### config.mk
export PLATFORM = sky130hd
export DESIGN_NAME = awb_exec
export DESIGN_NICKNAME = d
export VERILOG_FILES = /design/src/logic/awb_pkg.sv /design/src/logic/awb_exec.sv
export SDC_FILE = /design/constraint.sdc
export NUM_CORES = 1
export LEC_CHECK = 0
export BUFFER_PORTS_ARGS = -buffer_cell sky130_fd_sc_hd__buf_2
export CAP_MARGIN = 20
export CORE_MARGIN = 1.5
export CORE_UTILIZATION = 45
export CTS_CLUSTER_SIZE = 25
export DETAILED_ROUTE_END_ITERATION = 12
export GPL_ROUTABILITY_DRIVEN = 0
export PLACE_DENSITY_LB_ADDON = 0.1
export SYNTH_ARGS = -nofsm -noshare
export SYNTH_HDL_FRONTEND = slang
export SYNTH_SLANG_ARGS = --single-unit
export TNS_END_PERCENT = 30
### constraint.sdc
create_clock -name core_clk -period 2.3 [get_ports core_clk]
set_input_delay 0.46 -clock core_clk [delete_from_list [all_inputs] [get_ports core_clk]]
set_output_delay 0.46 -clock core_clk [all_outputs]
set_load 0.02 [all_outputs]
### src/logic/awb_pkg.sv
/*
 package for the and-with-file / clear-file-bit execute block: opcode
 patterns, field positions, widths and carrier structs.
 assumes a 12-bit instruction word and an 8-bit data path.
*/
package awb_pkg;
   localparam int IW_W          = 12;
   localparam int DATA_W        = 8;
   localparam int FADDR_W       = 5;
   localparam int BSEL_W        = 3;
   // opcode match: top six bits for and-with-file, top four for clear-bit
   localparam int AND_OPC_W     = 6;
   localparam int BCLR_OPC_W    = 4;
   localparam logic [AND_OPC_W-1:0]  AND_OPC  = 6'h05;
   localparam logic [BCLR_OPC_W-1:0] BCLR_OPC = 4'h4;
   localparam int AND_OPC_LSB   = 6;
   localparam int BCLR_OPC_LSB  = 8;
   localparam int DEST_POS      = 5;
   localparam int BSEL_LSB      = 5;
   localparam int FADDR_LSB     = 0;
   localparam logic DEST_W      = 1'b0;
   localparam logic DEST_F      = 1'b1;
   localparam logic [DATA_W-1:0] W_RST = 8'h00;

   // write requests toward the core register file and working register
   typedef struct packed {
      logic               w_we;
      logic [DATA_W-1:0]  w_data;
      logic               f_we;
      logic [FADDR_W-1:0] f_addr;
      logic [DATA_W-1:0]  f_data;
      logic               z_we;
      logic               z_val;
      logic               done;
   } awb_wb_t;

   typedef struct packed {
      awb_wb_t wb;
   } awb_state_t;
endpackage
### src/logic/awb_exec.sv
/*
 execute logic for two instructions of the core: and-with-file, which ands
 the working register with one file register and steers the result by the
 destination bit, and clear-file-bit, which forces one bit of one file
 register to zero. every other instruction word is ignored here.

 assumes of its surroundings:
 - fetch presents at most one instruction per cycle, qualified by
   instr_valid, on the same clock as this block, so no synchroniser.
 - the register file answers f_rdata for f_addr combinationally in the
   same cycle, and w_rdata always shows the current working register.
 - results come back one cycle later as write strobes that the register
   file, working register and status logic apply on the following edge.
 - a write then read of the same file register in consecutive cycles
   sees the old value unless the caller forwards; nothing here does.
 - reset is synchronous and clears every strobe.
*/
// Operation
// - on 0001 01df ffff compute working register AND addressed file register
// - destination bit 0 writes result to working register, file untouched
// - destination bit 1 writes result to file register, working untouched
// - on 0100 bbbf ffff clear bit b of file f, others kept
`timescale 1ns/1ns
module awb_exec
   import awb_pkg::*;
(
   input  wire logic               core_clk,
   input  wire logic               sys_rst,
   input  wire logic               instr_valid,
   input  wire logic [IW_W-1:0]    instr,
   input  wire logic [DATA_W-1:0]  w_rdata,
   input  wire logic [DATA_W-1:0]  f_rdata,
   output logic [FADDR_W-1:0]      f_addr,
   output logic                    w_we,
   output logic [DATA_W-1:0]       w_wdata,
   output logic                    f_we,
   output logic [FADDR_W-1:0]      f_waddr,
   output logic [DATA_W-1:0]       f_wdata,
   output logic                    z_we,
   output logic                    z_val,
   output logic                    done
);
   // instruction class, one-hot, one bit per recognised instruction and one for none
   typedef enum logic [2:0]
   {
      AWB_CLS_NONE = 3'b001,
      AWB_CLS_AND  = 3'b010,
      AWB_CLS_BCLR = 3'b100
   } awb_cls_t;

   // registered write-back image and its next value
   awb_state_t        st_r;
   awb_state_t        st_nxt;
   // decode and datapath results of the current cycle
   awb_cls_t          cls;
   logic              dest_sel;
   logic [BSEL_W-1:0] bsel;
   logic [DATA_W-1:0] and_res;
   logic              and_zero;
   logic [DATA_W-1:0] clr_mask;

   // upper six bits select and-with-file; the low six are d and f
   function automatic logic match_and
   (
      input logic [IW_W-1:0] word
   );
      logic hit;
      hit = (word[AND_OPC_LSB +: AND_OPC_W] == AND_OPC);
      return hit;
   endfunction

   // upper four bits select clear-file-bit; the low eight are b and f
   function automatic logic match_bclr
   (
      input logic [IW_W-1:0] word
   );
      logic hit;
      hit = (word[BCLR_OPC_LSB +: BCLR_OPC_W] == BCLR_OPC);
      return hit;
   endfunction

   // the two opcode groups cannot overlap, so the order of the tests
   // carries no priority; an idle cycle always classifies as none
   function automatic awb_cls_t classify
   (
      input logic            valid,
      input logic [IW_W-1:0] word
   );
      awb_cls_t cls_v;
      cls_v = AWB_CLS_NONE;
      if (valid && match_and(word))
         cls_v = AWB_CLS_AND;
      else if (valid && match_bclr(word))
         cls_v = AWB_CLS_BCLR;
      return cls_v;
   endfunction

   // mask with a single zero at the selected bit position
   function automatic logic [DATA_W-1:0] clear_mask_of
   (
      input logic [BSEL_W-1:0] sel
   );
      logic [DATA_W-1:0] one_hot;
      one_hot = {{(DATA_W-1){1'b0}}, 1'b1} << sel;
      return ~one_hot;
   endfunction

   // zero test of a data word, as the zero flag sees it
   function automatic logic is_zero
   (
      input logic [DATA_W-1:0] value
   );
      return (value == '0);
   endfunction

   // the read address leaves unregistered: the register file must answer
   // in the same cycle, so this is the one output not taken from a flop
   assign f_addr   = instr[FADDR_LSB +: FADDR_W];
   // instruction fields; only meaningful for the matching class
   assign dest_sel = instr[DEST_POS];
   assign bsel     = instr[BSEL_LSB +: BSEL_W];
   // decode and datapath run every cycle, used only when a class hits
   assign cls      = classify(instr_valid, instr);
   assign and_res  = w_rdata & f_rdata;
   assign and_zero = is_zero(and_res);
   assign clr_mask = clear_mask_of(bsel);

   // next write-back image; each instruction retires in the single
   // following cycle, so back-to-back instructions need no stall
   always_comb
   begin
      st_nxt           = '0;
      st_nxt.wb.f_addr = f_addr;
      case (cls)
         AWB_CLS_AND:
         begin
            st_nxt.wb.done  = 1'b1;
            st_nxt.wb.z_we  = 1'b1;
            st_nxt.wb.z_val = and_zero;
            if (dest_sel == DEST_W)
            begin
               // result to the working register, file left alone
               st_nxt.wb.w_we   = 1'b1;
               st_nxt.wb.w_data = and_res;
            end
            else
            begin
               // result back to the file, working register left alone
               st_nxt.wb.f_we   = 1'b1;
               st_nxt.wb.f_data = and_res;
            end
         end
         AWB_CLS_BCLR:
         begin
            // read-modify-write of one file register; flags left alone
            st_nxt.wb.done   = 1'b1;
            st_nxt.wb.f_we   = 1'b1;
            st_nxt.wb.f_data = f_rdata & clr_mask;
         end
         AWB_CLS_NONE:
         begin
            // unrecognised or idle: nothing retires, all strobes stay low
            st_nxt.wb.done = 1'b0;
         end
         default:
         begin
            st_nxt.wb.done = 1'b0;
         end
      endcase
   end

   // single register stage so every output except f_addr comes from a flip-flop
   always_ff @(posedge core_clk)
   begin
      if (sys_rst)
         st_r <= '0;
      else
         st_r <= st_nxt;
   end

   assign w_we    = st_r.wb.w_we;
   assign w_wdata = st_r.wb.w_data;
   assign f_we    = st_r.wb.f_we;
   assign f_waddr = st_r.wb.f_addr;
   assign f_wdata = st_r.wb.f_data;
   assign z_we    = st_r.wb.z_we;
   assign z_val   = st_r.wb.z_val;
   assign done    = st_r.wb.done;
endmodule

Word level (Yosys, flattened, before mapping)

Index checks and enable logic that the tools add are counted.

Reduce and logical (&&, ||, !) cells: 6
Mux-type cells: 9
Shift operators: 1
Bitwise logic cells: 4
Equal/unequal tests: 4

Operators with widths:

| operator                                             | number |
|---|---|
| AND 8 bit                                            | 2 |
| one-hot mux 8 bit (2 select lines)                   | 1 |
| two-way mux 9 bit                                    | 1 |
| logical NOT 8 bit                                    | 1 |
| two-way mux 8 bit                                    | 1 |
| inverter 8 bit                                       | 1 |
| left shift 1 x 3 -> 8 bit (first input constant)     | 1 |
| equality test 6 x 3 -> 1 bit (second input constant) | 1 |
| two-way mux 3 bit                                    | 2 |
| equality test 4 x 3 -> 1 bit (second input constant) | 1 |
| OR reduction 2 bit                                   | 2 |
| equality test 3 x 2 -> 1 bit (second input constant) | 1 |
| equality test 3 bit (second input constant)          | 1 |
| OR reduction 3 bit                                   | 1 |
| logical AND 1 bit                                    | 2 |
| two-way mux 1 bit                                    | 2 |
| two-way mux 2 bit                                    | 1 |
| one-hot mux 1 bit (2 select lines)                   | 1 |
| inverter 1 bit                                       | 1 |

Output and inout bits: 31
Flip-flop bits (word level): 26
Word-level logic and storage cells: 32
Input port bits: 31

Longest topological paths before layout

Gate-level depths: netlist (run 1).

Depth in word-level cells: 7
Gate-level depth with buffers: 5
Gate-level depth less buffers: 3

Worst setup path before layout (run 1)

No wires, ideal clock.

Path type: in2reg
Start point: input port instr[9]
End point: register st_r, in the netlist f_wdata[2]
Stages: 4
Slack: 851 ps
Arrival time: 1,345 ps
Data required time: 2,196 ps
Cells stage by stage: nor3b_2 -> buf_4 -> o211ai_2 -> a2111oi_2

Word-level cells in the longest chain between the ends: 6
Elaborated cells on any way between the ends: 9
Those cells by class: eq/ne: 4; mux: 3; reduce/logical: 2

RTL lines:

| element                                                                    | RTL line        | source |
|---|---|---|
| start, declared                                                            | awb_exec.sv:30  | `input wire logic [IW_W-1:0] instr,` |
| equality test 4 x 3 -> 1 bit                                               | awb_exec.sv:78  | `hit = (word[BCLR_OPC_LSB +: BCLR_OPC_W] == BCLR_OPC);` |
| logical AND 1 bit                                                          | awb_exec.sv:93  | `else if (valid && match_bclr(word))` |
| two-way mux 3 bit                                                          | awb_exec.sv:93  |  |
| two-way mux 3 bit (*)                                                      | awb_exec.sv:91  | `if (valid && match_and(word))` |
| equality test 3 bit / equality test 3 x 2 -> 1 bit (equally long branches) | awb_exec.sv:134 | `case (cls)` |
| one-hot mux 8 bit (2 select lines) (*)                                     | awb_exec.sv:134 |  |
| end signal, assigned                                                       | awb_exec.sv:178 | `st_r <= st_nxt;` |
| end, declared                                                              | awb_exec.sv:52  | `awb_state_t st_r;` |

Every way passes the cells marked *; elsewhere a longest branch is shown, timed or not.
A chain may end at the register's enable or synchronous reset.

Final worst setup path (run 1)

Start point: input port instr[7]
End point: register st_r, in the netlist f_wdata[2]

Word-level cells in the longest chain between the ends: 5
Elaborated cells on any way between the ends: 9
Those cells by class: eq/ne: 3; shift: 1; mux: 2; bitwise: 2; reduce/logical: 1

RTL lines:

| element                                                                    | RTL line        | source |
|---|---|---|
| equality test 6 x 3 -> 1 bit                                               | awb_exec.sv:68  | `hit = (word[AND_OPC_LSB +: AND_OPC_W] == AND_OPC);` |
| logical AND 1 bit                                                          | awb_exec.sv:91  |  |
| two-way mux 3 bit                                                          | awb_exec.sv:91  |  |
| equality test 3 bit / equality test 3 x 2 -> 1 bit (equally long branches) | awb_exec.sv:134 |  |
| one-hot mux 8 bit (2 select lines) (*)                                     | awb_exec.sv:134 |  |

Marks and branches as above.

==> results by stage, run 1 <==
Finish:
- The final non-filler cell total is 189.
- The multi-input combinational cells in the finished layout cover a total of roughly 430 µm².
- Fill cells in the final layout number just over 200.
- From synthesis to final layout, the design area changed by 28.9%.
- The number of diodes is 0.
- After the last flow step, the layout net total stands at just under 200.
- The combined flip-flop and latch cell area is roughly 520 µm².
- In the final layout, the share of cells above drive strength 1 is roughly 48%.

Worst setup path:
- In this run the worst path has a maximum fanout of 12.
- The nature of the critical path startpoint is a primary input.
- The critical path start-end classification is in -> reg.
- STA classifies the critical path endpoint as a flip-flop.
- Data arrives at the worst endpoint at 1.85 ns.
- STA puts the critical path data required time at 2.53 ns.

Placement:
- Input and output buffers added on the ports amount to 61.
- The number of cells after detailed placement is about 190.
- The wire-length estimate of the detail-placed layout is 1800 µm.

Clock network:
- In this run the deepest clock path goes through 2 buffers.
- The number of gates resized after CTS was 0.
- In this run, CTS created clock tree buffers numbering 3.
- The post-CTS clock slew at the launch and capture registers of the worst setup and hold paths is between 0.1 and 0.15 ns.
- The hold buffer count at cts is 0.
- The count of H-tree levels built during CTS is 1.
- The sink count of the clock tree is 26.
- The post-CTS setup buffer count is 0.
- The CTS tree is done.
- The tree is rooted in a clkbuf_4.

Timing:
- Setup repair after global routing left no endpoint under its margin.
- The aggregate negative setup slack is 0 ns.
- In this run the tightest slew margin relative to its limit is 56.3%.
- Derived from the worst setup path, the maximum achievable clock frequency is around 620 MHz.
- Setup violations remaining at the end of the flow were counted as 0.
- The hold violation count in the final report is 0.
- The number of pins exceeding their max-slew limit in the final report is 0.
- The worst path needs 1.62 ns of the cycle, external delays included.
- The period utilization is 70.6%.
- At the pin with the least slew margin, the transition time is around 0.65 ns.

Route:
- After the first detailed-routing iteration, the DRC count stood at 17.
- The first-pass iteration count of the detailed router is 4.
- The detailed-route vias per instance is 5.20.
- The total vias in the final route is just under 1000.
- The post-detailed-route wirelength per cell is around 12 µm.
- After detailed routing, the total wire length is about 2300 µm.
- The DRC violation count after routing is 0.
- The number of antenna-violating nets in the routed design is 0.

Worst hold path:
- The end point of the worst hold path is f_waddr[3]$_SDFF_PP0_.
- The startpoint of the tightest hold check path is instr[3].
- The cell depth of the worst hold path is 2.
- The worst hold path belongs to the class in -> reg.

Logic synthesis:
- In the post-synthesis netlist, the biggest area contributors are dfxtp_1 (49%), a2111oi_2 (5.6%), and3_1 (4.7%), buf_4 (4.2%), inv_1 (3.9%).
- The mean area per synthesized cell is 10.1 µm².
- The post-synth net total is between 100 and 150.
- The dominant synthesized flop cell is dfxtp_1.
- The fraction of registers with async set or reset after synthesis is 0%.
- The cell accounting for the most synthesized area is dfxtp_1.
- Summed over its instances, the top area cell type makes up just under 50% of the synthesized netlist area.
- Summing the areas of all compound-gate instances in the mapped netlist gives roughly 18% of the synthesized area.
- The post-synthesis mux area share is 0%.
- The synthesized netlist devotes 0% of its cell area to adder and majority cells.
- The sequential-to-total area share from yosys stat is roughly half.
- By area, the combinational part of the netlist is dominated by simple AND/OR/NAND/NOR gates.
- The number of enable-type register cells in the synthesized netlist is 0.
- Yosys printed 0 warnings.
- The number of instances in the synthesized netlist is approximately 110.
- Of the total synthesized cell area, the portion taken by XOR and XNOR cells is 0%.
- The mapped netlist covers 1070 µm².
- The number of different library cells in the post-synthesis netlist is 28.
- The number of synthesized register bits is 26.
- The synthesized netlist devotes about 23% of its cell area to simple gates.

Floorplan:
- The starting density of the core is a little under half.
- The die covers 2680 µm².
- The height of the die is ~52 µm.
- Pin placement for this block handled just over 60 I/O pins.
- The x dimension of the die is 51.8 µm.
- The floorplan row count is 17.
- The total area inside the core boundary comes to around 2200 µm².

Global route:
- The global-route congestion overflow total is 0.
- Global routing used about 18% of the available tracks.
- The global-route wire length before repair is between 3000 and 4000 µm.
- The number of global-route vias before repair was between 800 and 900.
- The number of antenna violations at the first check in global routing is 0.
- The largest net degree at the start of global routing is 22.

Power and ir drop:
- The worst ir drop on vdd is around 0.24 mV.
- The leakage power is ~0.70 nW.
- Power spread over the standard cell area amounts to between 500 and 600 nW/µm².

Run:
- The count of maximum capacitance violations is 0.

Status:
- The run finished with clean final reports.
-- worst max path at each step --
stage / start / endpoint / slack (ns) / depth (start not counted)
4_1_cts: instr[7] / f_wdata[2]$_SDFF_PP0_ / 0.66 / 4
6_report: instr[7] / f_wdata[2]$_SDFF_PP0_ / 0.68 / 4
3_3_place_gp: instr[7] / f_wdata[2]$_SDFF_PP0_ / 0.40 / 4
2_1_floorplan: instr[9] / f_wdata[2]$_SDFF_PP0_ / 0.85 / 4
3_5_place_dp: instr[7] / f_wdata[2]$_SDFF_PP0_ / 0.33 / 4
5_1_grt: instr[7] / f_wdata[2]$_SDFF_PP0_ / 0.57 / 4
-- metal layers --
metal	vias to the layer above	part of all wire, %	track usage, %
li1	484	-	-
met1	452	43	21.9
met2	42	49	33.1
met3	4	6.2	2.59
met4	0	1.1	6.58
met5	-	0	0
-- placed cells by master, fill, tap and decap left out, types with 2 or more instances in the layout --
cell / n
nand3_2: 4
nor2b_1: 6
dfxtp_1: 26
and3_1: 8
a211oi_1: 4
inv_1: 11
nand2_1: 5
a2111oi_2: 4
a22oi_1: 4
nand4_1: 4
o211ai_1: 2
nand2b_1: 2
buf_2: 61
a31oi_1: 5
clkbuf_4: 3
-- area by class of cell --
| cell class | instances | share of cell area, % |
|---|---|---|
| Inverter | 11 | 2.99 |
| Multi-Input combinational cell | 58 | 31.5 |
| Tap cell | 28 | 2.54 |
| Clock buffer | 4 | 2.63 |
| Timing Repair Buffer | 62 | 22.7 |
| Sequential cell | 26 | 37.7 |
-- kinds of logic after synthesis --
family / Yosys count
and+or+nand+nor: 37
DFF: 26
buffers and inverters: 22
AOI/OAI and AO/OA: 21
-- per-stage QoR --
stage                     hold slack (ns)  setup slack (ns)  utilization [%]  instance area, µm²  power, W
final                               0.367             0.675             61.8                1380  0.000779
after CTS                           0.353             0.663             61.8                1380  0.000788
after floorplan                     0.532             0.851                -                1070  0.000522
after detailed placement            0.694             0.326             60.2                1340  0.000565
after global routing                0.350             0.565             61.8                1380  0.000815
after global placement              0.680             0.400             60.2                1340  0.000563
-- worst max-delay path, cell delays in order --
cell	delay [ns]
buf_2	0.13
and4bb_1	0.58
o211ai_2	0.33
a2111oi_2	0.35
-- report_power, final --
part / internal [W] / leakage [nW] / switching [W] / total (W)
combinational: 0.0000394 / 0.467 / 0.0000596 / 0.0000990
sequential: 0.000456 / 0.211 / 0.000000956 / 0.000457
clock: 0.0000967 / 0.0210 / 0.000127 / 0.000224
-- cell usage after synthesis (2+ instances only) --
cell / number
a2111oi_2: 4
a211oi_1: 4
a22oi_1: 4
a31oi_1: 5
and3_1: 8
buf_2: 2
buf_4: 6
dfxtp_1: 26
inv_1: 11
nand2_1: 5
nand2b_1: 2
nand3_2: 4
nand4_1: 4
nor2b_1: 6
o211ai_1: 2
-- registers in the layout, summed over array words and instances, names as in the netlist --
signal and count:
f_we 1, z_val 1, done 1, w_we 1, f_waddr 5, w_wdata 8
z_we 1, f_wdata 8
No activity file was read; power rests on OpenSTA's default activity.
==> run 2, diff against run 1 <==
CORE_UTILIZATION = 42   (was 45)
clock period = 1.57 ns   (was 2.3 ns; I/O delays follow)
==> run 2 against run 1 <==
Global-route usage grew 0.77 points; largest cell class unchanged; highest routed layer unchanged; utilization down 3.3 points; critical endpoint is now w_wdata[3]$_SDFF_PP0_; largest power group unchanged; cell count rose by 4.8%; setup slack worse by 0.34 ns.
==> results by stage, run 2 (synthesis gave the netlist of run 1 again) <==
Placement:
- The placed standard-cell area was 1400 µm² (+4.1%).
- The number of buffers inserted by port buffering is 61 (unchanged).
- The detailed placement HPWL is 1940 µm (+7.5%).

Global route:
- The global-route congestion overflow total came to 0 (unchanged).
- The largest net degree at the start of global routing came to 15 (-32%).
- The number of global-route vias before repair is 917 (+6.8%).
- The number of antenna violations at the first check in global routing is 0 (unchanged).
- The global-route wire length before repair is 3860 µm (+5.9%).
- The aggregate global-route resource usage is 19.1% (+0.77 points).

Finish:
- The final design instance area without fill was 1440 µm² (+4.0%).
- Leaving out fill and tap cells, the most frequent cells in the layout are buf_2 (61), dfxtp_1 (26), inv_1 (11).
- The most common cell after layout, fill and taps aside is buf_2.
- The number of diodes is 0 (unchanged).
- The number of filler instances in the final layout is 223 (+8.3%).
- The number of nets in the layout is 200 (+3.6%).
- The combined flip-flop and latch cell area is 520 µm² (unchanged).
- The area growth from synthesis to final layout is 34.0%.
- The multi-input combinational cell area is 434 µm² (unchanged).
- The fraction of layout instances using a drive strength above 1 is 50.0% (+2.2 points).

Worst hold path:
- The end point of the worst hold path is f_waddr[4]$_SDFF_PP0_.
- The startpoint of the tightest hold check path is instr[4].
- The cell depth of the worst hold path is 2 (unchanged).
- The type of the worst min-delay path is in -> reg.

Timing:
- After layout, the worst path uses 78.5% of the clock period.
- The smallest hold slack was 0.210 ns (-0.157 ns).
- Based on the critical path, the design can be clocked at up to 812 MHz.
- The minimum clock period after layout is around 1.2 ns.
- The hold violation count in the final report was 0 (unchanged).
- The number of failing setup endpoints in the final timing report is 0 (unchanged).
- The number of pins exceeding their max-slew limit in the final report is 0 (unchanged).
- The worst slew margin relative to its limit was 77.6% (+21 points).
- The transition time at the pin with the least slew margin is 0.335 ns (-0.319 ns).
- Setup repair after global routing left no endpoint under its margin.

Clock network:
- The maximum root-to-sink buffer count is 2 (unchanged).
- The post-CTS setup buffer count is 0 (unchanged).
- The tree is rooted in a clkbuf_4.
- The hold buffer count at cts is 0 (unchanged).
- The sink count of the clock tree is 26 (unchanged).
- The count of H-tree levels built during CTS is 1 (unchanged).
- The post-CTS clock slew at the launch and capture registers of the worst setup and hold paths is 0.15 ns (+0.02 ns).
- The clock buffer count from CTS is 3 (unchanged).
- The post-CTS resize count is 0 (unchanged).
- The CTS tree is done.

Route:
- The total vias in the final route is 1009 (+2.7%).
- The total wire length is 2530 µm (+8.6%).
- The DRC violation count after routing is 0 (unchanged).
- The number of antenna-violating nets in the routed design is 0 (unchanged).
- The first-pass iteration count of the detailed router is 4 (unchanged).
- The detailed-route vias per instance is 5.10 (-1.9%).
- The post-detailed-route wirelength per cell is 12.8 µm (+3.6%).
- The number of DRC markers in iteration 0 was 8 (-9).

Worst setup path:
- The worst setup path is launched from a primary input.
- The maximum fanout along the worst path was 10 (-2).
- STA classifies the critical path endpoint as a flip-flop.
- The required time of the critical path was 1.85 ns (-0.68 ns).
- The critical path start-end classification is in -> reg.
- The data arrival time of the critical path came to 1.51 ns (-0.34 ns).

Status:
- The run finished with clean final reports.

Floorplan:
- The count of boundary I/O pins is 62 (unchanged).
- The core area is 2450 µm² (+9.9%).
- The starting density of the core is 43.6% (-4.3 points).
- The floorplan row count is 18 (+1).
- The x dimension of the die was 53.5 µm (+3.3%).
- The area enclosed by the die boundary is 2860 µm² (+6.7%).
- The height of the die is 53.5 µm (+3.3%).

Power and ir drop:
- The power density relative to cell area is 813 nW/µm² (+44%).
- The leakage power was 0.733 nW (+4.9%).
- The worst ir drop on vdd is 0.420 mV (+73%).

Run:
- The count of maximum capacitance violations was 0 (unchanged).
[run 2: critical path: stages]
cell and delay (ns):
buf_2 0.10, nor3b_2 0.25, buf_4 0.22, and4_1 0.42
and3_1 0.21
[run 2: worst max path at each step]
stage	start	endpoint	slack, ns	depth (start not counted)
2_1_floorplan	instr[9]	f_wdata[2]$_SDFF_PP0_	0.27	4
3_3_place_gp	instr[9]	w_wdata[0]$_SDFF_PP0_	0.03	5
3_5_place_dp	instr[9]	w_wdata[3]$_SDFF_PP0_	-0.0003	5
4_1_cts	instr[9]	w_wdata[3]$_SDFF_PP0_	0.34	5
5_1_grt	instr[9]	w_wdata[3]$_SDFF_PP0_	0.26	5
6_report	instr[9]	w_wdata[3]$_SDFF_PP0_	0.34	5
[run 2: final cells by class]
| type | instances | share of cell area [%] |
|---|---|---|
| clock buffers | 4 | 2.53 |
| well taps | 30 | 2.62 |
| multi-input cells | 58 | 30.3 |
| flip-flops and latches | 26 | 36.3 |
| repair buffers | 69 | 25.5 |
| inverters | 11 | 2.88 |
[run 2: per-layer routing]
metal	routed length, µm	track usage (%)
met1	1070	22.7
met2	1210	31.7
met3	195	4.52
met4	51	9.83
met5	0	0
[run 2: power by group]
group          switching [W]  leakage (nW)  internal [W]
sequential        0.00000156         0.211      0.000668
clock               0.000200        0.0210      0.000142
combinational      0.0000907         0.501     0.0000645
total               0.000293         0.733      0.000874
[run 2: through the flow]
step | instances | setup slack (ns) | setup TNS, ns | total power, W | util [%]
2_1_floorplan | 106 | 0.267 | 0 | 0.000765 | -
3_3_place_gp | 194 | 0.0339 | 0 | 0.000835 | 57.0
3_5_place_dp | 194 | -0.000292 | -0.000292 | 0.000839 | 57.0
4_1_cts | 198 | 0.338 | 0 | 0.00117 | 58.5
5_1_grt | 198 | 0.255 | 0 | 0.00122 | 58.5
6_report | 198 | 0.338 | 0 | 0.00117 | 58.5
==> run 3, diff against run 2 <==
CORE_UTILIZATION = 38   (was 42)
clock period = 1.1 ns   (was 1.57 ns; I/O delays follow)
==> run 3 against run 2 <==
Setup slack got worse by 0.30 ns; hold slack got worse by 0.11 ns; non-clock buffer count grew 7; sequential share of layout area down 2.9 points; utilization shrank 0.89 points; count of clock-buffer cells in the layout decreased by 1; sequential power up 43%.
==> results by stage, run 3 (synthesis gave the netlist of run 1 again) <==
Power and ir drop:
- The share of total power in sequential cells came to 51.0% (-6.4 points).
- The combinational power share was 13.7% (+0.4 points).
- The internal portion of total power is 0.00144 W (+65%).
- The switching power of the nets came to 0.000430 W (+47%).
- The leakage power was 0.783 nW (+6.8%).
- The net switching fraction of the power came to 23.0% (-2.1 points).
- The worst ir drop on vdd is 0.809 mV (+92%).
- The part of the power in the clock network is 35.3% (+6.0 points).
- The power density relative to cell area is 1200 nW/µm² (+48%).

Timing:
- Setup repair after global routing left no endpoint under its margin.
- The smallest hold slack is 0.103 ns (-0.108 ns).
- Based on the critical path, the design can be clocked at up to ~940 MHz.
- The number of failing setup endpoints in the final timing report is 0 (unchanged).
- After layout, the minimum clock period comes to ~1.1 ns.
- The period utilization is 96.7%.
- The hold violation count in the final report is 0 (unchanged).
- The number of pins exceeding their max-slew limit in the final report is 0 (unchanged).
- The transition time at the pin with the least slew margin is 0.410 ns (+0.0741 ns).
- The worst slew margin relative to its limit is 72.6% (-5.1 points).

Floorplan:
- The height of the die was 56.1 µm (+4.8%).
- The starting density of the core is 39.5% (-4.1 points).
- The core area came to 2710 µm² (+10%).
- The count of boundary I/O pins is 62 (unchanged).
- The floorplan row count is 19 (+1).
- The x dimension of the die is 56.1 µm (+4.8%).
- The area enclosed by the die boundary is 3150 µm² (+9.9%).

Route:
- The number of antenna-violating nets in the routed design is 0 (unchanged).
- The total vias in the final route is 1019 (+0.99%).
- The number of DRC markers in iteration 0 is 13 (+5).
- The total wire length is 2460 µm (-2.5%).
- The post-detailed-route wirelength per cell is 12.0 µm (-6.3%).
- The first-pass iteration count of the detailed router came to 4 (unchanged).
- The detailed-route vias per instance is 4.95 (-2.9%).
- The DRC violation count after routing is 0 (unchanged).

Clock network:
- The post-CTS clock slew at the launch and capture registers of the worst setup and hold paths was 0.15 ns (about the same).
- The post-CTS resize count came to 0 (unchanged).
- The cell sitting at the root of the clock tree is a clkbuf_4.
- The post-CTS setup buffer count is 0 (unchanged).
- The CTS tree is done.
- The count of H-tree levels built during CTS came to 1 (unchanged).
- The hold buffer count at cts is 0 (unchanged).
- The maximum root-to-sink buffer count is 2 (unchanged).
- The sink count of the clock tree is 26 (unchanged).
- The clock buffer count from CTS was 3 (unchanged).

Global route:
- The global-route wire length before repair is 4060 µm (+5.2%).
- The number of global-route vias before repair is 944 (+2.9%).
- The largest net degree at the start of global routing is 16 (+1).
- The aggregate global-route resource usage came to 16.2% (-2.9 points).
- The number of antenna violations at the first check in global routing was 0 (unchanged).
- The global-route congestion overflow total is 0 (unchanged).

Worst setup path:
- Broken down by cell family, the worst path's largest delay share belongs to flip-flops.
- The slowest library cell on the worst path is dfxtp_1.
- The buffering stage count on the worst path with inverters included is 1 (-1).
- The maximum fanout along the worst path is 1 (-9).
- The worst setup path is launched from a flip-flop.
- The data arrival time of the critical path was 0.84 ns (-0.67 ns).
- The total number of cells along the worst setup path is 1 (-4).
- The worst setup path is of the reg -> out kind.
- The critical path's largest stage delay is 0.36 ns (-0.06 ns).
- The required time of the critical path is 0.88 ns (-0.97 ns).
- The critical path endpoint category is an output pin.
- Walking the worst path, the cells encountered are buf_2.

Placement:
- The number of buffers inserted by port buffering is 61 (unchanged).
- The placed standard-cell area came to 1510 µm² (+7.8%).
- The detailed placement HPWL is 1940 µm (about the same).

Finish:
- The multi-input combinational cell area came to 452 µm² (+4.0%).
- The number of filler instances in the final layout is 250 (+12%).
- Relative to the synthesized area, the layout overhead comes to 45.7%.
- The fraction of layout instances using a drive strength above 1 was 53.1% (+3.1 points).
- The number of nets in the layout is 207 (+3.5%).
- The number of diodes is 0 (unchanged).
- The combined flip-flop and latch cell area is 520 µm² (unchanged).
- The final design instance area without fill is 1560 µm² (+8.7%).
- The final core utilization is 57.6% (-0.89 points).
- The library cell used most frequently in the layout, excluding fill and tap cells, is buf_2.
- The top cell types in the final layout, fill and taps aside, are buf_2 (61), dfxtp_1 (26), buf_4 (12).

Worst hold path:
- The cell depth of the worst hold path came to 2 (unchanged).
- The type of the worst min-delay path is in -> reg.

Status:
- The flow ran to the end, and the final reports show no timing, DRC or antenna violations.

Run:
- The count of maximum capacitance violations is 0 (unchanged).
-- run 3: changes by cell type in the layout (fill, tap and decap cells not counted), sizes merged --
cell	delta
bufinv	+1
buf	+7
clkbuf	-1
-- run 3: through the flow --
step / setup WS, ns / std cells / TNS (ns) / power [W]
floorplan: -0.0437 / 106 / -0.153 / 0.00110
global placement: -0.265 / 202 / -4.24 / 0.00123
detailed placement: -0.307 / 202 / -4.64 / 0.00123
CTS: 0.0334 / 206 / 0 / 0.00188
global route: 0.00988 / 206 / 0 / 0.00194
finish: 0.0359 / 206 / 0 / 0.00187
-- run 3: final timing paths --
check / end / slack, ns / startpoint
setup / recovery: f_wdata[2] / 0.04 / f_wdata[2]$_SDFF_PP0_
hold / removal: f_waddr[2]$_SDFF_PP0_ / 0.10 / instr[2]
-- run 3: area by class of cell --
| cell class | count | area share (%) |
|---|---|---|
| clock buffers | 3 | 1.44 |
| repair buffers | 76 | 29.2 |
| flip-flops and latches | 26 | 33.4 |
| clock inverters | 1 | 1.92 |
| multi-input cells | 58 | 28.9 |
| well taps | 31 | 2.49 |
| inverters | 11 | 2.65 |
-- run 3: power groups by stage --
stage          registers, W  clock network (W)  logic, W
3_3_place_gp       0.000975                  0  0.000253
6_report           0.000955           0.000660  0.000256
4_1_cts            0.000955           0.000672  0.000257
3_5_place_dp       0.000975                  0  0.000256
2_1_floorplan      0.000991                  0  0.000108
5_1_grt            0.000956           0.000707  0.000279
-- run 3: routing by layer --
layer | routed length, µm | share of wire [%] | global-route usage, % | vias up
met5 | 0 | 0 | 0 | -
met4 | 30 | 1.2 | 6.12 | 0
met3 | 129 | 5.2 | 3.49 | 4
met2 | 1200 | 49 | 26.2 | 29
met1 | 1100 | 45 | 21.2 | 473
li1 | - | - | - | 513
